--- src/pll_ctrl_pkg.sv ---
// Purpose: Shared constants and types for the clock synthesizer control block
// Assumes: APB slave with 32-bit data, one word per register
// Notes: Divider defaults match the parallel pin defaults
package pll_ctrl_pkg;

    // Register byte offsets
    localparam logic [7:0] OFS_CFG_STAGE = 8'h00;
    localparam logic [7:0] OFS_COMMAND = 8'h04;
    localparam logic [7:0] OFS_CFG_ACTIVE = 8'h08;
    localparam logic [7:0] OFS_STATUS = 8'h0C;

    // Field positions
    localparam int CMD_LOAD_BIT = 0;
    localparam int STATUS_LOCK_BIT = 0;
    localparam int STATUS_SERIAL_BIT = 1;
    localparam int STATUS_REF_VALID_BIT = 2;
    localparam int CFG_WIDTH = 15;

    // Divider configuration as carried on pins and in registers
    typedef struct packed {
        logic [9:0] feedback_div;
        logic [2:0] output_a_div;
        logic output_b_postdivider;
        logic predivider;
    } divider_cfg_t;

    // Reset and open-pin defaults
    localparam logic [9:0] DEF_FEEDBACK_DIV = 10'h1F4;
    localparam logic [2:0] DEF_OUTPUT_A_DIV = 3'h2;
    localparam logic DEF_POSTDIV = 1'b0;
    localparam logic DEF_PREDIV = 1'b1;
    localparam divider_cfg_t CFG_DEFAULT = '{
        feedback_div: DEF_FEEDBACK_DIV,
        output_a_div: DEF_OUTPUT_A_DIV,
        output_b_postdivider: DEF_POSTDIV,
        predivider: DEF_PREDIV
    };

    // Postdivider encoding: 0 gives divide by 1, 1 gives divide by 2
    localparam logic POSTDIV_BY_2 = 1'b1;

    // Lock filter length in synthesized clock (clk) cycles
    localparam int LOCK_FILTER_CYCLES = 16;

    // Indicated lock state
    typedef enum logic [0:0] {
        LOCK_OFF = 1'b0,
        LOCK_ON = 1'b1
    } lock_state_t;

    // Phase of the synthesized clock, two bits of a free-running count
    localparam logic [1:0] PHASE_ONE = 2'h1;
    localparam logic [1:0] PHASE_TWO = 2'h2;
    localparam logic [1:0] PHASE_STEP = 2'h1;

endpackage

--- src/input_sync.sv ---
// Purpose: Two-stage synchronizer for a vector of pin inputs
// Assumes: Each bit is a level that changes slowly against clk
// Notes: Bits are synchronized independently
`timescale 1ns/1ps
module input_sync #(
    parameter int WIDTH = 1
) (
    input wire logic clk,
    input wire logic rst_n,
    input wire logic [WIDTH-1:0] d,
    output logic [WIDTH-1:0] q
);
    logic [WIDTH-1:0] stage1;

    generate
        if (WIDTH < 1) begin : g_check
            $error("input_sync WIDTH must be at least 1");
        end
    endgenerate

    always_ff @(posedge clk or negedge rst_n) begin
        if (!rst_n) begin
            stage1 <= '0;
            q <= '0;
        end else begin
            stage1 <= d;
            q <= stage1;
        end
    end
endmodule // input_sync

--- src/output_gate.sv ---
// Purpose: Glitch-free stop gate for one differential clock output
// Assumes: phase_high is the clock level for the next output cycle
// Notes: Gate changes only while the clock phase is low
`timescale 1ns/1ps
module output_gate (
    input wire logic clk,
    input wire logic out_rst_n,
    input wire logic phase_high,
    input wire logic run,
    output logic clock_out,
    output logic clock_out_n
);
    logic gate;
    logic next_gate;
    logic next_out;

    always_comb begin
        next_gate = phase_high ? gate : run;
        next_out = phase_high & gate;
    end

    always_ff @(posedge clk or negedge out_rst_n) begin
        if (!out_rst_n) begin
            gate <= 1'b0;
            clock_out <= 1'b0;
            clock_out_n <= 1'b1;
        end else begin
            gate <= next_gate;
            clock_out <= next_out;
            clock_out_n <= ~next_out;
        end
    end
endmodule // output_gate

--- src/pll_lock_and_output_stop.sv ---
// Purpose: Startup, lock indication and output stop control of a clock synthesizer
// Assumes: clk stands for the synthesized clock; lock_raw comes from the analog detector
// Notes: Registers reached over APB; pins pass two flip-flops before use, except master_reset_n, which also resets the outputs at once
//
// Design decisions made here: the address map and the APB slave port.
`timescale 1ns/1ps
module pll_lock_and_output_stop #(
    parameter int LOCK_FILTER_CYCLES = pll_ctrl_pkg::LOCK_FILTER_CYCLES
) (
    input wire logic clk,
    input wire logic rst_n,
    input wire logic psel,
    input wire logic penable,
    input wire logic pwrite,
    input wire logic [7:0] paddr,
    input wire logic [31:0] pwdata,
    output logic [31:0] prdata,
    output logic pready,
    output logic pslverr,
    input wire logic master_reset_n,
    input wire logic parallel_load_select_n,
    input wire logic [1:0] output_run_enable_n,
    input wire logic bypass_select_n,
    input wire logic production_test_in,
    input wire logic lock_raw,
    input wire logic reference_valid,
    input wire pll_ctrl_pkg::divider_cfg_t divider_pins,
    output pll_ctrl_pkg::divider_cfg_t divider_config,
    output logic lock_out,
    output logic clock_out_a,
    output logic clock_out_a_n,
    output logic clock_out_b,
    output logic clock_out_b_n
);
    localparam int SYNC_W = pll_ctrl_pkg::CFG_WIDTH + 8;
    localparam int CW = (LOCK_FILTER_CYCLES > 2) ? $clog2(LOCK_FILTER_CYCLES) : 1;
    localparam logic [CW-1:0] CNT_LAST = CW'(LOCK_FILTER_CYCLES - 1);
    localparam logic [CW-1:0] CNT_STEP = CW'(1);

    generate
        if (LOCK_FILTER_CYCLES < 2) begin : g_check
            $error("LOCK_FILTER_CYCLES must be at least 2");
        end
        if (pll_ctrl_pkg::CFG_WIDTH != $bits(pll_ctrl_pkg::divider_cfg_t)) begin : g_width
            $error("CFG_WIDTH must match the divider configuration width");
        end
    endgenerate

    // Synchronized pin levels
    logic [SYNC_W-1:0] sync_in;
    logic [SYNC_W-1:0] sync_out;
    pll_ctrl_pkg::divider_cfg_t pins_s;
    logic mr_s;
    logic serial_s;
    logic [1:0] run_s;
    logic bypass_n_s;
    logic test_s;
    logic raw_s;
    logic ref_s;

    assign sync_in = {divider_pins, master_reset_n, parallel_load_select_n, output_run_enable_n,
                      bypass_select_n, production_test_in, lock_raw, reference_valid};

    input_sync #(
        .WIDTH(SYNC_W)
    ) u_sync (
        .clk(clk),
        .rst_n(rst_n),
        .d(sync_in),
        .q(sync_out)
    );

    assign pins_s = pll_ctrl_pkg::divider_cfg_t'(sync_out[SYNC_W-1:8]);
    assign mr_s = sync_out[7];
    assign serial_s = sync_out[6];
    assign run_s = sync_out[5:4];
    assign bypass_n_s = sync_out[3];
    assign test_s = sync_out[2];
    assign raw_s = sync_out[1];
    assign ref_s = sync_out[0];

    // Register decode
    function automatic logic addr_hit(input logic [7:0] addr, input logic [7:0] ofs);
        addr_hit = (addr == ofs);
    endfunction

    function automatic logic is_mapped(input logic [7:0] addr);
        is_mapped = addr_hit(addr, pll_ctrl_pkg::OFS_CFG_STAGE) || addr_hit(addr, pll_ctrl_pkg::OFS_COMMAND) ||
                    addr_hit(addr, pll_ctrl_pkg::OFS_CFG_ACTIVE) || addr_hit(addr, pll_ctrl_pkg::OFS_STATUS);
    endfunction

    // Bus and configuration state
    logic mr_prev;
    pll_ctrl_pkg::divider_cfg_t stage;
    logic next_mr_prev;
    pll_ctrl_pkg::divider_cfg_t next_stage;
    pll_ctrl_pkg::divider_cfg_t next_active;
    logic next_pready;
    logic next_pslverr;
    logic [31:0] next_prdata;
    logic wr_take;
    logic mr_rise;
    logic cfg_change;
    logic wr_stage;
    logic wr_load;

    // Lock state
    pll_ctrl_pkg::lock_state_t lock_state;
    pll_ctrl_pkg::lock_state_t next_lock_state;
    logic [CW-1:0] filt_cnt;
    logic [CW-1:0] next_filt_cnt;
    logic next_lock_out;

    // Output clock phase
    logic [1:0] phase;
    logic [1:0] next_phase;
    logic a_high;
    logic b_high;
    logic [1:0] phase_high;
    logic [1:0] out_true;
    logic [1:0] out_comp;
    logic out_rst_n;
    logic mr_async_n;
    logic [1:0] out_rst_q;
    logic [1:0] next_out_rst_q;

    always_comb begin
        next_mr_prev = mr_s;
        mr_rise = mr_s & ~mr_prev;
        next_pready = psel & penable & ~pready;
        next_pslverr = 1'b0;
        next_prdata = 32'h0000_0000;
        wr_take = psel & penable & pready & pwrite & mr_s & ~pslverr;
        wr_stage = wr_take & addr_hit(paddr, pll_ctrl_pkg::OFS_CFG_STAGE);
        wr_load = wr_take & addr_hit(paddr, pll_ctrl_pkg::OFS_COMMAND) & pwdata[pll_ctrl_pkg::CMD_LOAD_BIT];
        next_stage = stage;
        next_active = divider_config;
        if (psel & penable & ~pready) begin
            if (!mr_s || !is_mapped(paddr)) begin
                next_pslverr = 1'b1;
            end else if (!pwrite) begin
                unique case (paddr)
                    pll_ctrl_pkg::OFS_CFG_STAGE: next_prdata[pll_ctrl_pkg::CFG_WIDTH-1:0] = stage;
                    pll_ctrl_pkg::OFS_CFG_ACTIVE: next_prdata[pll_ctrl_pkg::CFG_WIDTH-1:0] = divider_config;
                    pll_ctrl_pkg::OFS_STATUS: begin
                        next_prdata[pll_ctrl_pkg::STATUS_LOCK_BIT] = lock_state;
                        next_prdata[pll_ctrl_pkg::STATUS_SERIAL_BIT] = serial_s;
                        next_prdata[pll_ctrl_pkg::STATUS_REF_VALID_BIT] = ref_s;
                    end
                    default: next_prdata = 32'h0000_0000;
                endcase
            end
        end
        if (wr_stage) begin
            next_stage = pll_ctrl_pkg::divider_cfg_t'(pwdata[pll_ctrl_pkg::CFG_WIDTH-1:0]);
        end
        // Status writes fall through with no effect
        if (!mr_s) begin
            next_stage = pll_ctrl_pkg::CFG_DEFAULT;
            next_active = pll_ctrl_pkg::CFG_DEFAULT;
        end else if (mr_rise) begin
            next_active = pins_s;
            next_stage = pins_s;
        end else if (!serial_s) begin
            next_active = pins_s;
            next_stage = pins_s;
        end else if (wr_load) begin
            next_active = stage;
        end
        cfg_change = (next_active.feedback_div != divider_config.feedback_div) ||
                     (next_active.predivider != divider_config.predivider);
    end

    always_ff @(posedge clk or negedge rst_n) begin
        if (!rst_n) begin
            mr_prev <= 1'b0;
            stage <= pll_ctrl_pkg::CFG_DEFAULT;
            divider_config <= pll_ctrl_pkg::CFG_DEFAULT;
            pready <= 1'b0;
            pslverr <= 1'b0;
            prdata <= 32'h0000_0000;
        end else begin
            mr_prev <= next_mr_prev;
            stage <= next_stage;
            divider_config <= next_active;
            pready <= next_pready;
            pslverr <= next_pslverr;
            prdata <= next_prdata;
        end
    end

    // Lock filter
    always_comb begin
        next_lock_state = lock_state;
        next_filt_cnt = filt_cnt;
        if (!mr_s || cfg_change) begin
            next_lock_state = pll_ctrl_pkg::LOCK_OFF;
            next_filt_cnt = '0;
        end else if (ref_s) begin
            if (raw_s != lock_state) begin
                if (filt_cnt == CNT_LAST) begin
                    next_lock_state = pll_ctrl_pkg::lock_state_t'(raw_s);
                    next_filt_cnt = '0;
                end else begin
                    next_filt_cnt = filt_cnt + CNT_STEP;
                end
            end else begin
                next_filt_cnt = '0;
            end
        end
        next_lock_out = bypass_n_s ? next_lock_state : test_s;
    end

    always_ff @(posedge clk or negedge out_rst_n) begin
        if (!out_rst_n) begin
            lock_state <= pll_ctrl_pkg::LOCK_OFF;
            filt_cnt <= '0;
            lock_out <= 1'b0;
        end else begin
            lock_state <= next_lock_state;
            filt_cnt <= next_filt_cnt;
            lock_out <= next_lock_out;
        end
    end

    // Output reset: asserts at once, releases after two clk edges
    assign mr_async_n = rst_n & master_reset_n;

    always_comb begin
        next_out_rst_q = {out_rst_q[0], 1'b1};
    end

    always_ff @(posedge clk or negedge mr_async_n) begin
        if (!mr_async_n) begin
            out_rst_q <= 2'h0;
        end else begin
            out_rst_q <= next_out_rst_q;
        end
    end

    assign out_rst_n = out_rst_q[1];

    // Free-running phase shared by both outputs

    always_comb begin
        next_phase = phase + pll_ctrl_pkg::PHASE_STEP;
        a_high = phase[0];
        if (divider_config.output_b_postdivider == pll_ctrl_pkg::POSTDIV_BY_2) begin
            b_high = (phase == pll_ctrl_pkg::PHASE_ONE) || (phase == pll_ctrl_pkg::PHASE_TWO);
        end else begin
            b_high = phase[0];
        end
        phase_high = {b_high, a_high};
    end

    always_ff @(posedge clk or negedge out_rst_n) begin
        if (!out_rst_n) begin
            phase <= 2'h0;
        end else begin
            phase <= next_phase;
        end
    end

    // Separate gate per output
    generate
        for (genvar i = 0; i < 2; i++) begin : g_out
            output_gate u_gate (
                .clk(clk),
                .out_rst_n(out_rst_n),
                .phase_high(phase_high[i]),
                .run(run_s[i]),
                .clock_out(out_true[i]),
                .clock_out_n(out_comp[i])
            );
        end
    endgenerate

    assign clock_out_a = out_true[0];
    assign clock_out_a_n = out_comp[0];
    assign clock_out_b = out_true[1];
    assign clock_out_b_n = out_comp[1];
endmodule // pll_lock_and_output_stop

--- config.mk ---
export PLATFORM = sky130hd
export DESIGN_NAME = pll_lock_and_output_stop
export DESIGN_NICKNAME = d
export VERILOG_FILES = /design/src/pll_ctrl_pkg.sv /design/src/input_sync.sv /design/src/output_gate.sv /design/src/pll_lock_and_output_stop.sv
export SDC_FILE = /design/constraint.sdc
export NUM_CORES = 1
export LEC_CHECK = 0
export CAP_MARGIN = 20
export CORE_MARGIN = 1
export CORE_UTILIZATION = 59
export CTS_BUF_LIST = sky130_fd_sc_hd__clkbuf_8 sky130_fd_sc_hd__clkbuf_16
export DETAILED_ROUTE_END_ITERATION = 7
export DONT_BUFFER_PORTS = 1
export PLACE_DENSITY = 0.75
export SLEW_MARGIN = 25
export SYNTH_ARGS = -nofsm -noshare
export SYNTH_HDL_FRONTEND = slang
export SYNTH_SLANG_ARGS = --single-unit
export TNS_END_PERCENT = 10
--- constraint.sdc ---
create_clock -name clk -period 1.2 [get_ports clk]
set_input_delay 0.18 -clock clk [delete_from_list [all_inputs] [get_ports clk]]
set_output_delay 0.18 -clock clk [all_outputs]
set_load 0.01 [all_outputs]
# After elaboration in Yosys (flattened, before gate mapping)
# Index checks and enable logic that the tools add are counted.
# op_classes
muxes	25
eq_ne	11
reduce_logical	11
bitwise_logic	18
addsub	2
# op_table
operator	n
$mux 15	10
$mux 32	1
$pmux 12 s2	1
$eq 8x4->1 const B	2
$mux 4	4
$and 1x1->1	13
$ne 10x10->1	1
$pmux 3 s3	1
$eq 8x3->1 const B	1
$logic_not 8->1	1
$mux 1	8
$ne 4x4->1 const B	2
$logic_or 1x1->1	7
$not 1->1	5
$add 4x1->4 const B	1
$eq 4x4->1 const B	1
$add 2x1->2 const B	1
$eq 2x1->1 const B	1
$eq 2x2->1 const B	1
$logic_not 1->1	2
$ne 1x1->1	2
$reduce_bool 2->1	1
# word_totals
in_bits	68
register_bits	127

# Logic depth before layout (Yosys ltp)
# logic_depth
depth_word	16
depth_mapped	9
mapped_depth_nobuf	6

# By module
# Synthesis repeated with hierarchy kept, for this count alone.
# unflattened
cells_unflattened	407
area_unflattened_um2	4545.6
# modules_own_cells
module	cells_per_inst	n_inst	area_each_um2	seq_area_each_um2
pll_lock_and_output_stop	349	1	3189.3	1471.4
input_sync	46	1	1151.1	1151.1
output_gate	6	2	102.6	76.3

# Least setup slack after synthesis
# Ideal clock, no wire load.
# synth_timing
path_kind	input port to flip-flop
startpoint	input port paddr[1]
endpoint	register lock_out
setup_slack_ns	-0.655
arrival_ns	1.721
path_stages	6
cell_sequence	or4_4 > or4_4 > a211oi_2 > or3_1 > buf_6 > o41ai_2
# synth_between
elab_chain_len	12
elab_cells_between_ends	13
# synth_rtl
element	line_no	rtl
start: declaration	pll_lock_and_output_stop.sv:15	input wire logic [7:0] paddr,
$eq 8x3->1 (*)	pll_lock_and_output_stop.sv:84	addr_hit = (addr == ofs);
$and 1x1->1 (*) (2 in a row)	pll_lock_and_output_stop.sv:135	wr_load = wr_take & addr_hit(paddr, pll_ctrl_pkg::OFS_COMMAND) & pwdata[pll_ctrl_pkg::CMD_LOAD_BIT];
$mux 15 (*)	pll_lock_and_output_stop.sv:167	end else if (wr_load) begin
$mux 15 (*)	pll_lock_and_output_stop.sv:164	end else if (!serial_s) begin
$mux 15 (*)	pll_lock_and_output_stop.sv:161	end else if (mr_rise) begin
$mux 15 (*)	pll_lock_and_output_stop.sv:158	if (!mr_s) begin
$ne 10x10->1 / $ne 1x1->1 (equally long branches)	pll_lock_and_output_stop.sv:170, pll_lock_and_output_stop.sv:171	
$logic_or 1x1->1 (*)	pll_lock_and_output_stop.sv:170	cfg_change = (next_active.feedback_div != divider_config.feedback_div) ||
$logic_or 1x1->1 (*)	pll_lock_and_output_stop.sv:196	if (!mr_s || cfg_change) begin
$mux 1 (*)	pll_lock_and_output_stop.sv:196	
$mux 1 (*)	pll_lock_and_output_stop.sv:211	next_lock_out = bypass_n_s ? next_lock_state : test_s;
net next_lock_out	pll_lock_and_output_stop.sv:112	logic next_lock_out;
end signal: assignment	pll_lock_and_output_stop.sv:222	lock_out <= next_lock_out;
end: declaration	pll_lock_and_output_stop.sv:29	output logic lock_out,
# Mark *: on every way through the listed nets, which the timed path passes. The rest lies on a longest branch. The select of a mux whose other input is x is not followed.
# A chain may end at the register's enable or synchronous reset.

# Worst setup path after layout
# layout_timing
startpoint	register divider_config[0] (netlist bit)
endpoint	register filt_cnt[0]
# layout_between
elab_chain_len	8
elab_cells_between_ends	9
# layout_rtl
element	line_no	rtl
start: declaration	pll_lock_and_output_stop.sv:28	output pll_ctrl_pkg::divider_cfg_t divider_config,
start signal: assignment	pll_lock_and_output_stop.sv:178	divider_config <= pll_ctrl_pkg::CFG_DEFAULT;
start signal: assignment	pll_lock_and_output_stop.sv:185	divider_config <= next_active;
$mux 15	pll_lock_and_output_stop.sv:167	
$mux 15	pll_lock_and_output_stop.sv:164	
$mux 15	pll_lock_and_output_stop.sv:161	
$mux 15	pll_lock_and_output_stop.sv:158	
$ne 1x1->1 (*)	pll_lock_and_output_stop.sv:171	(next_active.predivider != divider_config.predivider);
$logic_or 1x1->1 (*)	pll_lock_and_output_stop.sv:170	
$logic_or 1x1->1 (*)	pll_lock_and_output_stop.sv:196	
$mux 4 / $reduce_bool 2->1 (equally long branches)	--	
end signal: assignment	pll_lock_and_output_stop.sv:221	filt_cnt <= next_filt_cnt;
end: declaration	pll_lock_and_output_stop.sv:110	logic [CW-1:0] filt_cnt;
# Every way passes the cells marked *; elsewhere a longest branch is shown, timed or not. The select of a mux whose other input is x is not followed.

==> metrics <==
power per standard cell area 1159 nW/um^2; total CTS buffers 9; Buf/Inv on CP 2; cell area after placement 5350 sq um; first-pass detailed-route iteration total 5; leakage 2.917 nW; Design Area, Final 6505 sq um; synthesized area 4798 sq um; delay of the slowest critical-path stage 390 ps; die height 92.18 microns; Final Cycle Share 157.4%; top cell type's share of synthesized area 47.98%; global route total overflow 0; internal power 5.501 mW; CTS Buffer Depth 2; P_sw 2.039 mW; gr usage total 30.26%; dpl ws -688.9 ps; status complete, but fails checks; core area 7807 sq um; Final Setup Violations 61; Vias/cell 5.832; first-pass GRT wire length 19.35 mm; RSZ-0062 raised after global routing yes; Max Clk Rate 0.5293 GHz; Die X 92.18 microns; DR vias 3785; Clk Latency, worst-skew pair 380 ps; VDD IR max 0.0009385 V; register area share after synthesis 57.84%; Sequential Area 2778 sq um; Cells after Synth 426; number of H-tree levels 3; synth warn 0; Hold Slack -526.7 ps; Clock power frac 31.5%; final count of pins violating max slew 0; ranking of synthesized cells by area dfrtp_1 (48%), dfstp_2 (9.9%), mux2i_1 (4.6%); vias in the first global route 3806; Mapped Avg Cell Area 11.26 sq um; root buf cell clkbuf_8; CP top delay family compound AO/OA/AOI/OAI gates; layout cells sized above 1 35.10%; Distinct cells, synth 57; Worst Path Max Fanout 6; Worst Skew 14.40 ps; worst hold path class primary input to async pin; Sink Count 110; Final WS setup -689.3 ps; total power 7.540 mW; ys flop type dfrtp_1; Final Hold Fails 94; multi-input logic area 2090 sq um; CTS tree yes; Worst EP required 1490 ps; GP Congestion 0.9125; combinational power share 14.3%; drt drc 0; sequential power share 54.2%; WP data arrival 2180 ps; DP HPWL 7.567 mm; row cnt 32; pin count of the biggest net entering global routing 96; count leader, synth dfrtp_1; violated checks negative hold slack, negative setup slack; CP Class register to register; Routed Antenna Nets 0; total wire length 12.72 mm; Final Net Count 611; worst-margin pin slew 608.9 ps; Critical Path Source Type register; Tmin final 1889 ps; sw frac 27.04%; Slowest cell on crit path dfstp_2; # fillers 401; EDFF count, synth 0; flop and latch count out of synthesis 110; initial antenna violation count 0; CP Capture Type register; Rel. slew slack 59.41%; # hold bufs at CTS 35; Post-synth top cells dfrtp_1 (92), nand2_1 (45), nor2_1 (35); crit-path cells buf_4 > nor2b_4 > a2111oi_4 > a41o_2 > a31oi_4 > buf_12 > nor4_4; Clock transition at path regs 120 ps; die area 8497 sq um; Starting Density 61.46%; area leader, netlist dfrtp_1; area grow syn2layout 35.57%; DR iter-0 viols 269; IO buf count 0; antenna cell count 0; asr flop ratio synth 100.0%; max cap viols 0; I/O Pins 122; Avg WL per Cell 19.59 microns
## state kept, by name (all words and copies together), names as in the netlist, 2 cells and up
name	count
u_sync.q	23
out_rst_q	2
stage	15
divider_config	15
g_out.u_gate.gate	2
phase	2
g_out.u_gate.clock_out_n	2
g_out.u_gate.clock_out	2
filt_cnt	4
u_sync.stage1	23
prdata	15
## cell type report
| cell class | instances | area share, % |
|---|---|---|
| clock buffer | 9 | 1.904 |
| timing repair buffer | 128 | 18.98 |
| tap | 102 | 1.962 |
| clock inverter | 7 | 1.404 |
| sequential | 110 | 42.70 |
| multi-input combinational | 277 | 32.12 |
| inverter | 16 | 0.9233 |
## placed cells by master (no fill, tap or decap), types with 6 or more instances in the layout
cell type / netlist / routed
dfrtp_1: 92 / 90
buf_4: 20 / 58
nand2_1: 45 / 44
dlygate4sd3_1: 0 / 35
buf_6: 3 / 27
nor2_1: 35 / 23
mux2i_1: 22 / 22
conb_1: 2 / 18
dfstp_2: 18 / 18
inv_1: 16 / 15
a21oi_1: 13 / 13
nor2b_1: 12 / 11
nor2_2: 0 / 10
o21ai_0: 15 / 10
xnor2_1: 10 / 9
clkbuf_8: 1 / 9
o211ai_1: 8 / 8
mux2_2: 7 / 7
nand2b_1: 7 / 6
a21boi_0: 8 / 6
nand3_1: 7 / 6
## cells by family after synthesis
group	Yosys count	share of synthesized area [%]
adder cells (fa/ha/maj)	1	0.2607
AND/OR/NAND/NOR	141	15.10
other	2	0.1565
buffers and inverters	55	6.910
flip-flops	110	57.84
multiplexers	29	6.232
XOR/XNOR	12	2.190
AO/OA/AOI/OAI	76	11.32
## per-layer routing
layer	part of all wire (%)	wire, microns	track usage [%]	vias to the layer above
met4	3.4	427	13.28	0
met3	8.2	1043	6.385	40
met2	48	6117	48.32	226
met5	0	0	0	-
met1	40	5127	40.03	1850
li1	-	-	-	1669
## worst paths after layout
path                                            to  cells past startpoint  slack (ps)                   startpoint
min in group clk               prdata[0]$_DFF_PN0_                      2          10                     paddr[3]
hold / removal                 prdata[1]$_DFF_PN0_                      0        -530                        rst_n
hold reg to reg            filt_cnt[2]$_DFFE_PN0P_                      0         250       out_rst_q[1]$_DFF_PN0_
max in group asynchronous   out_rst_q[0]$_DFF_PN0_                      3         410               master_reset_n
setup / recovery           filt_cnt[0]$_DFFE_PN0P_                      7        -690  divider_config[0]$_DFF_PN1_
setup reg to reg           filt_cnt[0]$_DFFE_PN0P_                      7        -690  divider_config[0]$_DFF_PN1_
## through the flow
step | std cells | utilization, % | setup TNS (ps)
2_1_floorplan | 442 | - | -22800
3_3_place_gp | 581 | 68.53 | -24790
3_5_place_dp | 581 | 68.53 | -26980
4_1_cts | 639 | 79.94 | -19260
5_1_grt | 649 | 83.32 | -23050
6_report | 649 | 83.32 | -19400
## power groups by stage
stage / registers (mW) / clock network [mW] / logic, mW
after floorplan: 4.13 / 0 / 0.500
after global placement: 4.13 / 0 / 0.755
after detailed placement: 4.13 / 0 / 0.770
after CTS: 4.07 / 2.40 / 0.970
after global routing: 4.11 / 2.54 / 1.14
final: 4.09 / 2.37 / 1.08
## worst register-to-register path, stage by stage (launching register included)
cell	delay (ps)
dfstp_2	390
buf_4	140
nor2b_4	120
a2111oi_4	350
a41o_2	280
a31oi_4	100
buf_12	170
nor4_4	250
## repair_timing
item                                    4_1_cts  5_1_grt
pin swaps                                    24        5
endpoints found under the setup margin       60       64
buffers inserted                              6       10
gates cloned                                  1        0
gates resized for setup                      52       45
hold endpoints to repair                    135       94
Note: power is estimated with default switching activity, not from simulation.
